`config.mk`:
```
export PLATFORM = sky130hd
export DESIGN_NAME = asrw_ctrl
export DESIGN_NICKNAME = d
export VERILOG_FILES = /design/src/core/asrw_pkg.sv /design/src/core/asrw_ctrl.sv
export VERILOG_INCLUDE_DIRS = /design/src /design/src/core
export SDC_FILE = /design/constraint.sdc
export NUM_CORES = 1
export LEC_CHECK = 0
export BUFFER_PORTS_ARGS = -buffer_cell sky130_fd_sc_hd__buf_2
export CORE_AREA = 2 2 63 77
export CTS_CLUSTER_DIAMETER = 50
export CTS_CLUSTER_SIZE = 16
export DETAILED_ROUTE_END_ITERATION = 12
export DIE_AREA = 0 0 65 79
export PLACE_DENSITY = 0.73
export SLEW_MARGIN = 5
export SYNTH_ARGS = -nofsm -noshare
export SYNTH_HDL_FRONTEND = slang
export SYNTH_SLANG_ARGS = --single-unit
export TNS_END_PERCENT = 30
```
`constraint.sdc`:
```
create_clock -name sys_clk_i -period 2.15 [get_ports sys_clk_i]
set_input_delay 0.645 -clock sys_clk_i [delete_from_list [all_inputs] [get_ports sys_clk_i]]
set_output_delay 0.645 -clock sys_clk_i [all_outputs]
set_load 0.01 [all_outputs]
```
`src/core/asrw_consts.svh`:
```
// Timing constants and field positions for the asynchronous SRAM write controller
`ifndef ASRW_CONSTS_SVH
`define ASRW_CONSTS_SVH

`define ASRW_CLK_PERIOD_NS  50
`define ASRW_T_WP_NS        40
`define ASRW_T_AW_NS        50
`define ASRW_T_CW_NS        50
`define ASRW_T_BW_NS        50
`define ASRW_T_DW_NS        25
`define ASRW_T_WR_NS        0
`define ASRW_T_RC_NS        55
`define ASRW_T_CDR_NS       0
// Least times round up, never below one cycle
`define ASRW_CYC_MIN(t)     ((((t) + `ASRW_CLK_PERIOD_NS - 1) / `ASRW_CLK_PERIOD_NS) < 1 ? 1 : \
	(((t) + `ASRW_CLK_PERIOD_NS - 1) / `ASRW_CLK_PERIOD_NS))
`define ASRW_WP_CYC         `ASRW_CYC_MIN(`ASRW_T_WP_NS)
`define ASRW_SETUP_CYC      `ASRW_CYC_MIN(`ASRW_T_AW_NS)
`define ASRW_WR_CYC         `ASRW_CYC_MIN(`ASRW_T_WR_NS)
`define ASRW_RC_CYC         `ASRW_CYC_MIN(`ASRW_T_RC_NS)
`define ASRW_CDR_CYC        `ASRW_CYC_MIN(`ASRW_T_CDR_NS)
`define ASRW_BE_LOWER_BIT   0
`define ASRW_BE_UPPER_BIT   1

`endif

```
`src/core/asrw_pkg.sv`:
```
// Types for the asynchronous SRAM write controller
package asrw_pkg;
	typedef enum logic [2:0] {
		ASRW_IDLE   = 3'b000,
		ASRW_SETUP  = 3'b001,
		ASRW_PULSE  = 3'b010,
		ASRW_RECOV  = 3'b011,
		ASRW_RET_IN = 3'b100,
		ASRW_RET    = 3'b101,
		ASRW_WAKE   = 3'b110
	} asrw_state_t;
endpackage

```
`src/core/asrw_ctrl.sv`:
```
// Host-side write and retention controller for a 16-bit asynchronous SRAM
`timescale 1ns/1ps
`include "asrw_consts.svh"

// Summary of operation
// - Write overlap held at least 40 ns
// - Address stable 50 ns before write end
// - Chip select low 50 ns before end
// - Byte enables valid 50 ns before end
// - Write data valid 25 ns before end
// - Write recovery of at least 0 ns
// - Byte-enable retention: both high, select low
// - Enter retention before supply starts dropping
module asrw_ctrl
	import asrw_pkg::*;
#(
	parameter int ADDR_W = 16,
	parameter int DATA_W = 16
) (
	input  wire logic              sys_clk_i,
	input  wire logic              srst_i,
	input  wire logic              wr_req_i,
	input  wire logic [ADDR_W-1:0] wr_addr_i,
	input  wire logic [DATA_W-1:0] wr_data_i,
	input  wire logic [1:0]        wr_be_i,
	input  wire logic              ret_req_i,
	input  wire logic              ret_by_be_i,
	output logic                   wr_ready_o,
	output logic                   wr_done_o,
	output logic                   ret_active_o,
	output logic [ADDR_W-1:0]      sram_addr_o,
	output logic                   chip_select_n_o,
	output logic                   write_enable_n_o,
	output logic                   output_enable_n_o,
	output logic                   lower_byte_enable_n_o,
	output logic                   upper_byte_enable_n_o,
	output logic [DATA_W-1:0]      sram_dq_o,
	output logic                   sram_dq_oe_n_o,
	output logic                   sram_addr_oe_n_o
);

	localparam logic [3:0] WP_CYC    = 4'(`ASRW_WP_CYC);
	localparam logic [3:0] SETUP_CYC = 4'(`ASRW_SETUP_CYC);
	localparam logic [3:0] WR_CYC    = 4'(`ASRW_WR_CYC);
	localparam logic [3:0] RC_CYC    = 4'(`ASRW_RC_CYC);
	localparam logic [3:0] CDR_CYC   = 4'(`ASRW_CDR_CYC);

	asrw_state_t state_q;
	logic [3:0]  cnt_q;
	logic        ret_be_q;

	// Timer expiry is tested in several states
	function automatic logic cnt_done(input logic [3:0] c);
		return c <= 4'h1;
	endfunction

	// ************************************************************
	// Sequencer
	// ************************************************************
	always_ff @(posedge sys_clk_i) begin
		if (srst_i) begin
			state_q <= ASRW_IDLE;
			cnt_q   <= 4'h0;
		end else begin
			unique case (state_q)
				ASRW_IDLE: begin
					if (ret_req_i) begin
						state_q <= ASRW_RET_IN;
						cnt_q   <= CDR_CYC;
					end else if (wr_req_i && wr_be_i != 2'b00) begin
						// Address, select and lanes lead the write strobe
						state_q <= ASRW_SETUP;
						cnt_q   <= SETUP_CYC;
					end
				end
				ASRW_SETUP: begin
					// Strobe falls one setup period after select: met with WP
					state_q <= ASRW_PULSE;
					cnt_q   <= WP_CYC;
				end
				ASRW_PULSE: begin
					if (cnt_done(cnt_q)) begin
						state_q <= ASRW_RECOV;
						cnt_q   <= WR_CYC;
					end else begin
						cnt_q <= cnt_q - 4'h1;
					end
				end
				ASRW_RECOV: begin
					if (cnt_done(cnt_q)) begin
						state_q <= ASRW_IDLE;
					end else begin
						cnt_q <= cnt_q - 4'h1;
					end
				end
				ASRW_RET_IN: begin
					if (cnt_done(cnt_q)) begin
						state_q <= ASRW_RET;
					end else begin
						cnt_q <= cnt_q - 4'h1;
					end
				end
				ASRW_RET: begin
					if (!ret_req_i) begin
						state_q <= ASRW_WAKE;
						cnt_q   <= RC_CYC;
					end
				end
				ASRW_WAKE: begin
					if (cnt_done(cnt_q)) begin
						state_q <= ASRW_IDLE;
					end else begin
						cnt_q <= cnt_q - 4'h1;
					end
				end
				default: begin
					state_q <= ASRW_IDLE;
				end
			endcase
		end
	end

	// ************************************************************
	// Retention style, caught when retention is requested
	// ************************************************************
	always_ff @(posedge sys_clk_i) begin
		if (srst_i) begin
			ret_be_q <= 1'b0;
		end else if (state_q == ASRW_IDLE && ret_req_i) begin
			ret_be_q <= ret_by_be_i;
		end
	end

	// ************************************************************
	// Pin drive
	// ************************************************************
	always_ff @(posedge sys_clk_i) begin
		if (srst_i) begin
			sram_addr_o           <= '0;
			sram_dq_o             <= '0;
			chip_select_n_o       <= 1'b1;
			write_enable_n_o      <= 1'b1;
			output_enable_n_o     <= 1'b1;
			lower_byte_enable_n_o <= 1'b1;
			upper_byte_enable_n_o <= 1'b1;
			sram_dq_oe_n_o        <= 1'b1;
			sram_addr_oe_n_o      <= 1'b0;
			wr_done_o             <= 1'b0;
		end else begin
			wr_done_o <= 1'b0;
			unique case (state_q)
				ASRW_IDLE: begin
					// Output enable stays high so the memory never fights our data
					output_enable_n_o <= 1'b1;
					sram_addr_oe_n_o  <= 1'b0;
					if (ret_req_i) begin
						chip_select_n_o       <= ~ret_by_be_i;
						lower_byte_enable_n_o <= 1'b1;
						upper_byte_enable_n_o <= 1'b1;
						write_enable_n_o      <= 1'b1;
					end else if (wr_req_i && wr_be_i != 2'b00) begin
						sram_addr_o           <= wr_addr_i;
						sram_dq_o             <= wr_data_i;
						sram_dq_oe_n_o        <= 1'b0;
						chip_select_n_o       <= 1'b0;
						lower_byte_enable_n_o <= ~wr_be_i[`ASRW_BE_LOWER_BIT];
						upper_byte_enable_n_o <= ~wr_be_i[`ASRW_BE_UPPER_BIT];
					end
				end
				ASRW_SETUP: begin
					write_enable_n_o <= 1'b0;
				end
				ASRW_PULSE: begin
					if (cnt_done(cnt_q)) begin
						// All strobes rise together, so the write ends on this edge
						write_enable_n_o      <= 1'b1;
						chip_select_n_o       <= 1'b1;
						lower_byte_enable_n_o <= 1'b1;
						upper_byte_enable_n_o <= 1'b1;
						wr_done_o             <= 1'b1;
					end
				end
				ASRW_RECOV: begin
					// Data is held one more cycle past the strobe edge for hold margin
					if (cnt_done(cnt_q)) begin
						sram_dq_oe_n_o <= 1'b1;
					end
				end
				ASRW_RET_IN: begin
					sram_dq_oe_n_o <= 1'b1;
				end
				ASRW_RET: begin
					// Select-held retention floats the address bus; data was floated on entry, controls stay driven
					if (!ret_be_q) begin
						sram_addr_oe_n_o <= 1'b1;
					end
				end
				ASRW_WAKE: begin
					sram_addr_oe_n_o      <= 1'b0;
					chip_select_n_o       <= 1'b1;
					lower_byte_enable_n_o <= 1'b1;
					upper_byte_enable_n_o <= 1'b1;
				end
				default: begin
					chip_select_n_o <= 1'b1;
				end
			endcase
		end
	end

	// The address and data float in select-held retention; the controls stay driven,
	// and the select pin itself is always driven so retention cannot be lost.
	assign wr_ready_o   = (state_q == ASRW_IDLE) && !ret_req_i;
	assign ret_active_o = (state_q == ASRW_RET);

endmodule

```
Word level (Yosys, flattened, before mapping)
Cells that the tools add are included.
{ "totals": {"output_inout_bits": 42, "in_bits": 39, "regBits": 47, "elab_cells": 91} }
{ "classes": {"addsub": 1, "n_bitwise": 6, "mux": 30, "magnitude_cmp": 1, "reduce_logical": 24, "eq_ne": 17} }
{ "op_table": {"columns": ["op", "count"], "rows": [
  ["two-way mux 4 bit", 5],
  ["case mux 4 bit (5 select lines)", 1],
  ["two-way mux 3 bit", 6],
  ["!= test 2 bit, second input constant", 9],
  ["case mux 3 bit (6 select lines)", 1],
  ["case mux 1 bit (3 select lines)", 5],
  ["AND reduction 3 bit", 4],
  ["two-way mux 1 bit", 11],
  ["equality test 3 bit, second input constant", 3],
  ["nonzero test 3 bit", 3],
  ["AND reduction 4 bit", 2],
  ["equality test 3 x 2 -> 1 bit, second input constant", 2],
  ["inverter 1 bit", 6],
  ["OR reduction 2 bit", 3],
  ["AND reduction 5 bit", 1],
  ["nonzero test 5 bit", 1],
  ["less-or-equal comparator 4 x 1 -> 1 bit, second input constant", 1],
  ["nonzero test 2 bit", 2],
  ["OR reduction 4 bit", 1],
  ["subtractor 4 x 1 -> 4 bit, second input constant", 1],
  ["equality test 3 x 1 -> 1 bit, second input constant", 1],
  ["logical AND 1 bit", 3],
  ["logical NOT 3 bit", 1],
  ["!= test 3 bit, second input constant", 1],
  ["other kinds (5)", 5]
]} }

Depth between registers and ports, before layout
Gate-level depths: netlist of the first run.
{ "depth": {"word_depth": 5, "mapped_depth": 8} }

Worst setup path after synthesis of the first run
OpenSTA, ideal clock, no wires.
{ "synth_timing": {"kind": "input to register", "startpoint": "input wr_be_i[1]", "endpoint": "register cnt_q[3]", "path_buffers": 0, "setup_slack_ns": 0.411, "arrival_time_ns": 1.607, "t_required_ns": 2.018, "cell_stages": 5, "cell_sequence": "o21ai_1 > and2b_1 > a221oi_2 > o311a_1 > a211oi_1"} }
{ "synth_via": {"elab_chain_len": 4} }
{ "synth_lines": {"columns": ["item", "line_no", "text"], "rows": [
  ["start: declaration", "asrw_ctrl.sv:25", "input wire logic [1:0] wr_be_i,"],
  ["nonzero test 2 bit", "asrw_ctrl.sv:70", "end else if (wr_req_i && wr_be_i != 2'b00) begin"],
  ["logical AND 1 bit", "asrw_ctrl.sv:70", null],
  ["!= test 3 bit (no source line)", null, null],
  ["AND reduction 4 bit (no source line)", null, null],
  ["end signal: assignment", "asrw_ctrl.sv:86", "cnt_q <= cnt_q - 4'h1;"],
  ["end signal: assignment", "asrw_ctrl.sv:93", "cnt_q <= cnt_q - 4'h1;"],
  ["end signal: assignment", "asrw_ctrl.sv:100", "cnt_q <= cnt_q - 4'h1;"],
  ["end: declaration", "asrw_ctrl.sv:49", "logic [3:0] cnt_q;"]
]} }
No other way between the ends.
A chain may end at the register's enable or synchronous reset.

Worst setup path after layout of the first run
{ "layout_timing": {"startpoint": "register state_q[2]", "endpoint": "output wr_ready_o"} }
{ "layout_via": {"elab_chain_len": 2} }
{ "layout_lines": {"columns": ["item", "line_no", "text"], "rows": [
  ["start: declaration", "asrw_ctrl.sv:48", "asrw_state_t state_q;"],
  ["start signal: assignment", "asrw_ctrl.sv:62", "state_q <= ASRW_IDLE;"],
  ["start signal: assignment", "asrw_ctrl.sv:68", "state_q <= ASRW_RET_IN;"],
  ["start signal: assignment", "asrw_ctrl.sv:72", "state_q <= ASRW_SETUP;"],
  ["logical NOT 3 bit", "asrw_ctrl.sv:213", "assign wr_ready_o = (state_q == ASRW_IDLE) && !ret_req_i;"],
  ["logical AND 1 bit", "asrw_ctrl.sv:213", null],
  ["end: declaration", "asrw_ctrl.sv:28", "output logic wr_ready_o,"]
]} }
No other way between the ends.

==> flow_summary.ini, run 1 <==
[pwr]
power_density_nw_per_um2 = 1090
p_sw_share_pct = 36.1
switchingPower_w = 0.00104
peakVddDrop_mv = 0.685
leakage_nw = 1.16
p_int_w = 0.00184
seq_power_share_pct = 37.4
clock_power_share_pct = 23.7
combPwrFrac_pct = 38.9

[sta]
hold_viol_final = 0
setup_viol = 0
min_period_ns = 2.04
rsz0062_at_grt = false
drv_slew = 0
clock.fmax_ghz = 0.491
finClkSkew_ns = 0.00649
fin_crit_sh_pct = 94.8
tns_ns = 0

[synthesis]
synth_cell_types = 41
syn-num-nets = 304
ys_seq_area_share_pct = 45.8
synth_area_leaders = dfxtp_1 (46%), nand2_1 (14%), a21oi_1 (9.8%)
synthArstFlopShare_pct = 0
ys_warn_count = 0
syn_area_um2 = 2050
synth-edff-count = 0
netlist.area_leader.share_pct = 45.8
yosys.area.top_type = dfxtp_1
yosysMostFrequentCell = nand2_1
yosys-top-cells-count = nand2_1 (74), dfxtp_1 (47), a21oi_1 (40), nor2_1 (15), clkbuf_1 (9)
ys_ff_latch = 47
netlist_instances = 263
ys.flop_type = dfxtp_1
avgSynthCellArea_um2 = 7.81

[die]
io_pins = 81
die_width_um = 65
fp-row-count = 27
start_util_pct = 46.4
design.core.area_um2 = 4430
die_area_um2 = 5140
die_h_um = 79

[cells_and_area]
drive_gt1_share_pct = 31.4
area_growth_pct = 29.0
antennaDiodeCount = 0
post-route-util_pct = 59.9
fin_nets = 381
fillers = 439

[cts]
cts_tree = yes
cts_max_path_buffers = 2
cts-root-buf = clkbuf_8
ctsHtreeMaxLevel = 2
post_cts_buffers = 0
cts_made_buffers = 5
cts_num_sinks = 47
clock_latency_ns = 0.30
clk_pin_slew_ns = 0.09

[drt]
drtIter0Drc = 104
drc = 0
viasPerCell = 5.09
via_count = 2032
wirelength_um = 4970
wl_per_cell_um = 12.5
drtPass1Iterations = 4
ant_nets = 0

[worst_setup_path]
crit_type = reg2out
worstPathRequired_ns = 1.50
worst_path_largest_cell_delay_ns = 0.42
end_kind = output pin
crit_chain = nor2_2 > nand2_1 > nor2_1 > buf_2
path_max_fanout = 9
r2r_setup_slack_ns = 0.20
worstPathArrival_ns = 1.39
critPathLaunchType = flop
cp_slowest_cell = dfxtp_1

[placed_design]
dpl.hpwl_um = 3610
gp_congestion = 0.860
io_buffers = 79

[job]
maxCapViolCount = 0

[grt]
grt_pass1_vias = 1896
antenna_found_initial = 0
grt_pass1_wl_um = 8160
grt-ovfl-total = 0
grt_max_degree = 32
grtUsageTotal_pct = 20.0

[status]
outcome = finished clean

[hold_path]
hp-class = reg2reg
==> stage by stage <==
| stage | cells | worst slack, ns | hold WS [ns] | cell area, um^2 | total power (W) |
|---|---|---|---|---|---|
| CTS | 399 | 0.0633 | 0.457 | 2650 | 0.00289 |
| global placement | 391 | 0.221 | 0.439 | 2520 | 0.00218 |
| floorplan | 263 | 0.411 | 0.437 | 2050 | 0.00189 |
| detailed placement | 391 | 0.148 | 0.443 | 2520 | 0.00221 |
| finish | 399 | 0.112 | 0.455 | 2650 | 0.00288 |
| global route | 399 | 0.0166 | 0.470 | 2650 | 0.00308 |
==> state kept, by name, summed over array words and instances (netlist names) <==
register / cells
chip_select_n_o: 1
cnt_q: 4
lower_byte_enable_n_o: 1
ret_be_q: 1
sram_addr_o: 16
sram_addr_oe_n_o: 1
sram_dq_o: 16
sram_dq_oe_n_o: 1
state_q: 3
upper_byte_enable_n_o: 1
wr_done_o: 1
write_enable_n_o: 1
==> worst max-delay path: cells and delay by family (launching register included) <==
family / cells / cell delay, ns
DFF: 1 / 0.42
buffers and inverters: 1 / 0.14
and+or+nand+nor: 3 / 0.54
==> what timing repair did <==
item,4_1_cts,5_1_grt
endpoints found under the hold margin,0,0
setup endpoints to repair,0,1
hold buffers,0,0
gates resized for setup,0,1
==> cell usage in the layout, fill, tap and decap left out, drive strengths merged, types with 3 or more instances in the layout <==
master and count:
a21oi 41, a211oi 5, buf 90, nand2 74, a31oi 3, nor2 15
dfxtp 47, mux2i 6, clkbuf 6, nor3 7, nand2b 3, o211ai 3
inv 8, o21ai 8
==> worst paths after layout <==
kind | startpoint | endpoint | cells past startpoint
worst max-delay path | state_q[2] | wr_ready_o | 4
worst max register to register | cnt_q[0] | cnt_q[3] | 8
worst min register to register | sram_dq_o[3] | sram_dq_o[3] | 2
worst min-delay path | sram_dq_o[3] | sram_dq_o[3] | 2
==> cell type report <==
type                       count  area [um^2]  area share [%]
clock inverter                 2         38.8            1.46
sequential                    47          941            35.5
clock buffer                   6         82.6            3.12
timing repair buffer          90          503            19.0
inverter                       7         26.3           0.992
tap                           58         72.6            2.74
multi-input combinational    189          985            37.2
==> cell families (layout without fill, tap and decap cells) <==
group           count (synthesis)  count (layout)  share of synthesized area (%)
flops                          47              47                           45.8
buf+inv                        27             105                           6.34
mux                             6               6                           2.93
fa+ha+maj                       2               2                           1.22
compound gates                 70              70                           20.4
simple gates                  110             110                           23.1
other cells                     1               1                          0.183
==> power by group through the flow <==
| stage | clock network [W] | logic (W) | registers (W) |
|---|---|---|---|
| after floorplan | 0 | 0.000784 | 0.00110 |
| after global placement | 0 | 0.00109 | 0.00109 |
| after detailed placement | 0 | 0.00111 | 0.00110 |
| after CTS | 0.000701 | 0.00111 | 0.00108 |
| after global routing | 0.000742 | 0.00124 | 0.00110 |
| final | 0.000684 | 0.00112 | 0.00108 |
==> routing by layer <==
metal	wire (um)	global-route usage, %
met3	283	4.11
met2	2510	34.8
met5	0	0
met4	63	8.94
met1	2110	23.4
Power figures use the tool's default switching activity.
==> run 2: changes to the inputs <==
- clock period: 2.15 -> 2.11 ns (I/O delays scaled with it)
==> flow_summary.ini, run 2 (synthesis results as in run 1) <==
[cts]
cts_made_buffers = 5
cts_num_sinks = 47
clk_pin_slew_ns = 0.08
cts-root-buf = clkbuf_8
cts_hold_buf = 0
ctsHtreeMaxLevel = 2
clock_latency_ns = 0.29
cts_max_path_buffers = 2
cts_tree = yes

[pwr]
peakVddDrop_mv = 0.653
seq_power_share_pct = 39.2
leakage_nw = 1.15
power_density_nw_per_um2 = 1090
switchingPower_w = 0.00103
combPwrFrac_pct = 38.9
clock_power_share_pct = 22.0
p_int_w = 0.00182
p_sw_share_pct = 36.3

[worst_setup_path]
crit_chain = inv_1 > nor3_1 > buf_2
rr_endpoint = cnt_q[2]
worst_path_largest_cell_delay_ns = 0.48
path_max_fanout = 8
crit_family = flip-flops
r2r_cells = 7
crit_type = reg2out
worstPathArrival_ns = 1.35
r2r_setup_slack_ns = 0.19
worstPathRequired_ns = 1.48
cp_slowest_cell = dfxtp_1
r2r-start = cnt_q[0]
cp.depth = 3
end_kind = output pin
crit_buf_inv = 2
critPathLaunchType = flop

[drt]
drtPass1Iterations = 4
via_count = 1992
drtIter0Drc = 116
wirelength_um = 4740
wl_per_cell_um = 12.0
ant_nets = 0
drc = 0
viasPerCell = 5.03

[cells_and_area]
final_cell_mix = buf_2 (79), nand2_1 (74), dfxtp_1 (46), a21oi_1 (40), nor2_1 (14)
drive_gt1_share_pct = 30.8
fin_nets = 379
antennaDiodeCount = 0
fillers = 409
instances_no_fill = 396
area_growth_pct = 28.0
final_common_cell = buf_2
largest_registers = sram_addr_o (16), sram_dq_o (16), cnt_q (4)

[sta]
rsz0062_at_grt = false
fin_crit_sh_pct = 93.8
clock.fmax_ghz = 0.505
min_period_ns = 1.98
drv_slew = 0
hold_viol_final = 0
setup_viol = 0
tns_ns = 0
finClkSkew_ns = 0.00635
holdWs_ns = 0.453

[hold_path]
hp-class = reg2reg
min_from = sram_addr_o[14]
hold_path_end = sram_addr_o[14]
hold_depth = 2

[die]
fp-row-count = 27
die_h_um = 79
die_width_um = 65
start_util_pct = 46.4
io_pins = 81
design.core.area_um2 = 4430
die_area_um2 = 5140

[grt]
grtUsageTotal_pct = 18.9
grt_max_degree = 33
grt-ovfl-total = 0
grt_pass1_vias = 1743
antenna_found_initial = 0
grt_pass1_wl_um = 7660

[placed_design]
dpl.hpwl_um = 3410
dp_cells = 389
io_buffers = 79
gp_congestion = 0.842

[status]
outcome = finished clean

[job]
maxCapViolCount = 0
==> run 2: timing repair <==
item | in CTS | in global routing
endpoints found under the setup margin | 0 | 5
gates resized for setup | 0 | 3
setup buffers | 0 | 0
==> run 2: power groups by stage <==
stage	Combinational (W)	Clock, W	Sequential, W
final	0.00111	0.000626	0.00112
after global placement	0.00106	0	0.00113
after floorplan	0.000799	0	0.00112
after global routing	0.00123	0.000685	0.00113
after detailed placement	0.00107	0	0.00113
after CTS	0.00108	0.000646	0.00111
==> run 2: area by class of cell <==
cell class	instances	area [um^2]	share of cell area, %
Timing Repair Buffer	88	488	18.6
Multi-Input combinational cell	189	996	37.9
Tap cell	58	72.6	2.76
Clock inverter	1	30.0	1.14
Clock buffer	6	72.6	2.76
Inverter	7	26.3	1.00
Sequential cell	47	942	35.9
==> run 2: routing by layer <==
layer / GRT usage (%) / vias to the layer above / wire (um)
li1: - / 1029 / -
met1: 23.3 / 882 / 2110
met2: 31.4 / 71 / 2260
met3: 3.97 / 10 / 290
met4: 8.30 / 0 / 78
met5: 0 / - / 0
==> run 2: worst max path at each step <==
stage / to / startpoint / slack (ns)
2_1_floorplan: cnt_q[3] / wr_be_i[1] / 0.38
3_3_place_gp: cnt_q[3] / wr_be_i[1] / 0.20
3_5_place_dp: cnt_q[2] / cnt_q[0] / 0.14
4_1_cts: wr_ready_o / state_q[0] / 0.04
5_1_grt: cnt_q[0] / cnt_q[0] / 0.02
6_report: ret_active_o / state_q[2] / 0.13
==> run 2: through the flow <==
| step | total power [W] | worst slack (ns) | util, % | area [um^2] |
|---|---|---|---|---|
| after floorplan | 0.00192 | 0.383 | - | 2050 |
| after global placement | 0.00218 | 0.205 | 56.7 | 2510 |
| after detailed placement | 0.00220 | 0.143 | 56.7 | 2510 |
| after CTS | 0.00283 | 0.0417 | 59.0 | 2610 |
| after global routing | 0.00305 | 0.0197 | 59.4 | 2630 |
| final | 0.00285 | 0.132 | 59.4 | 2630 |
==> run 2: worst min-delay path, delay by kind of cell, from the launching register on <==
family           cells  cell delay (ns)
flip-flops           1             0.31
AND/OR/NAND/NOR      1             0.05
AO/OA/AOI/OAI        1             0.05
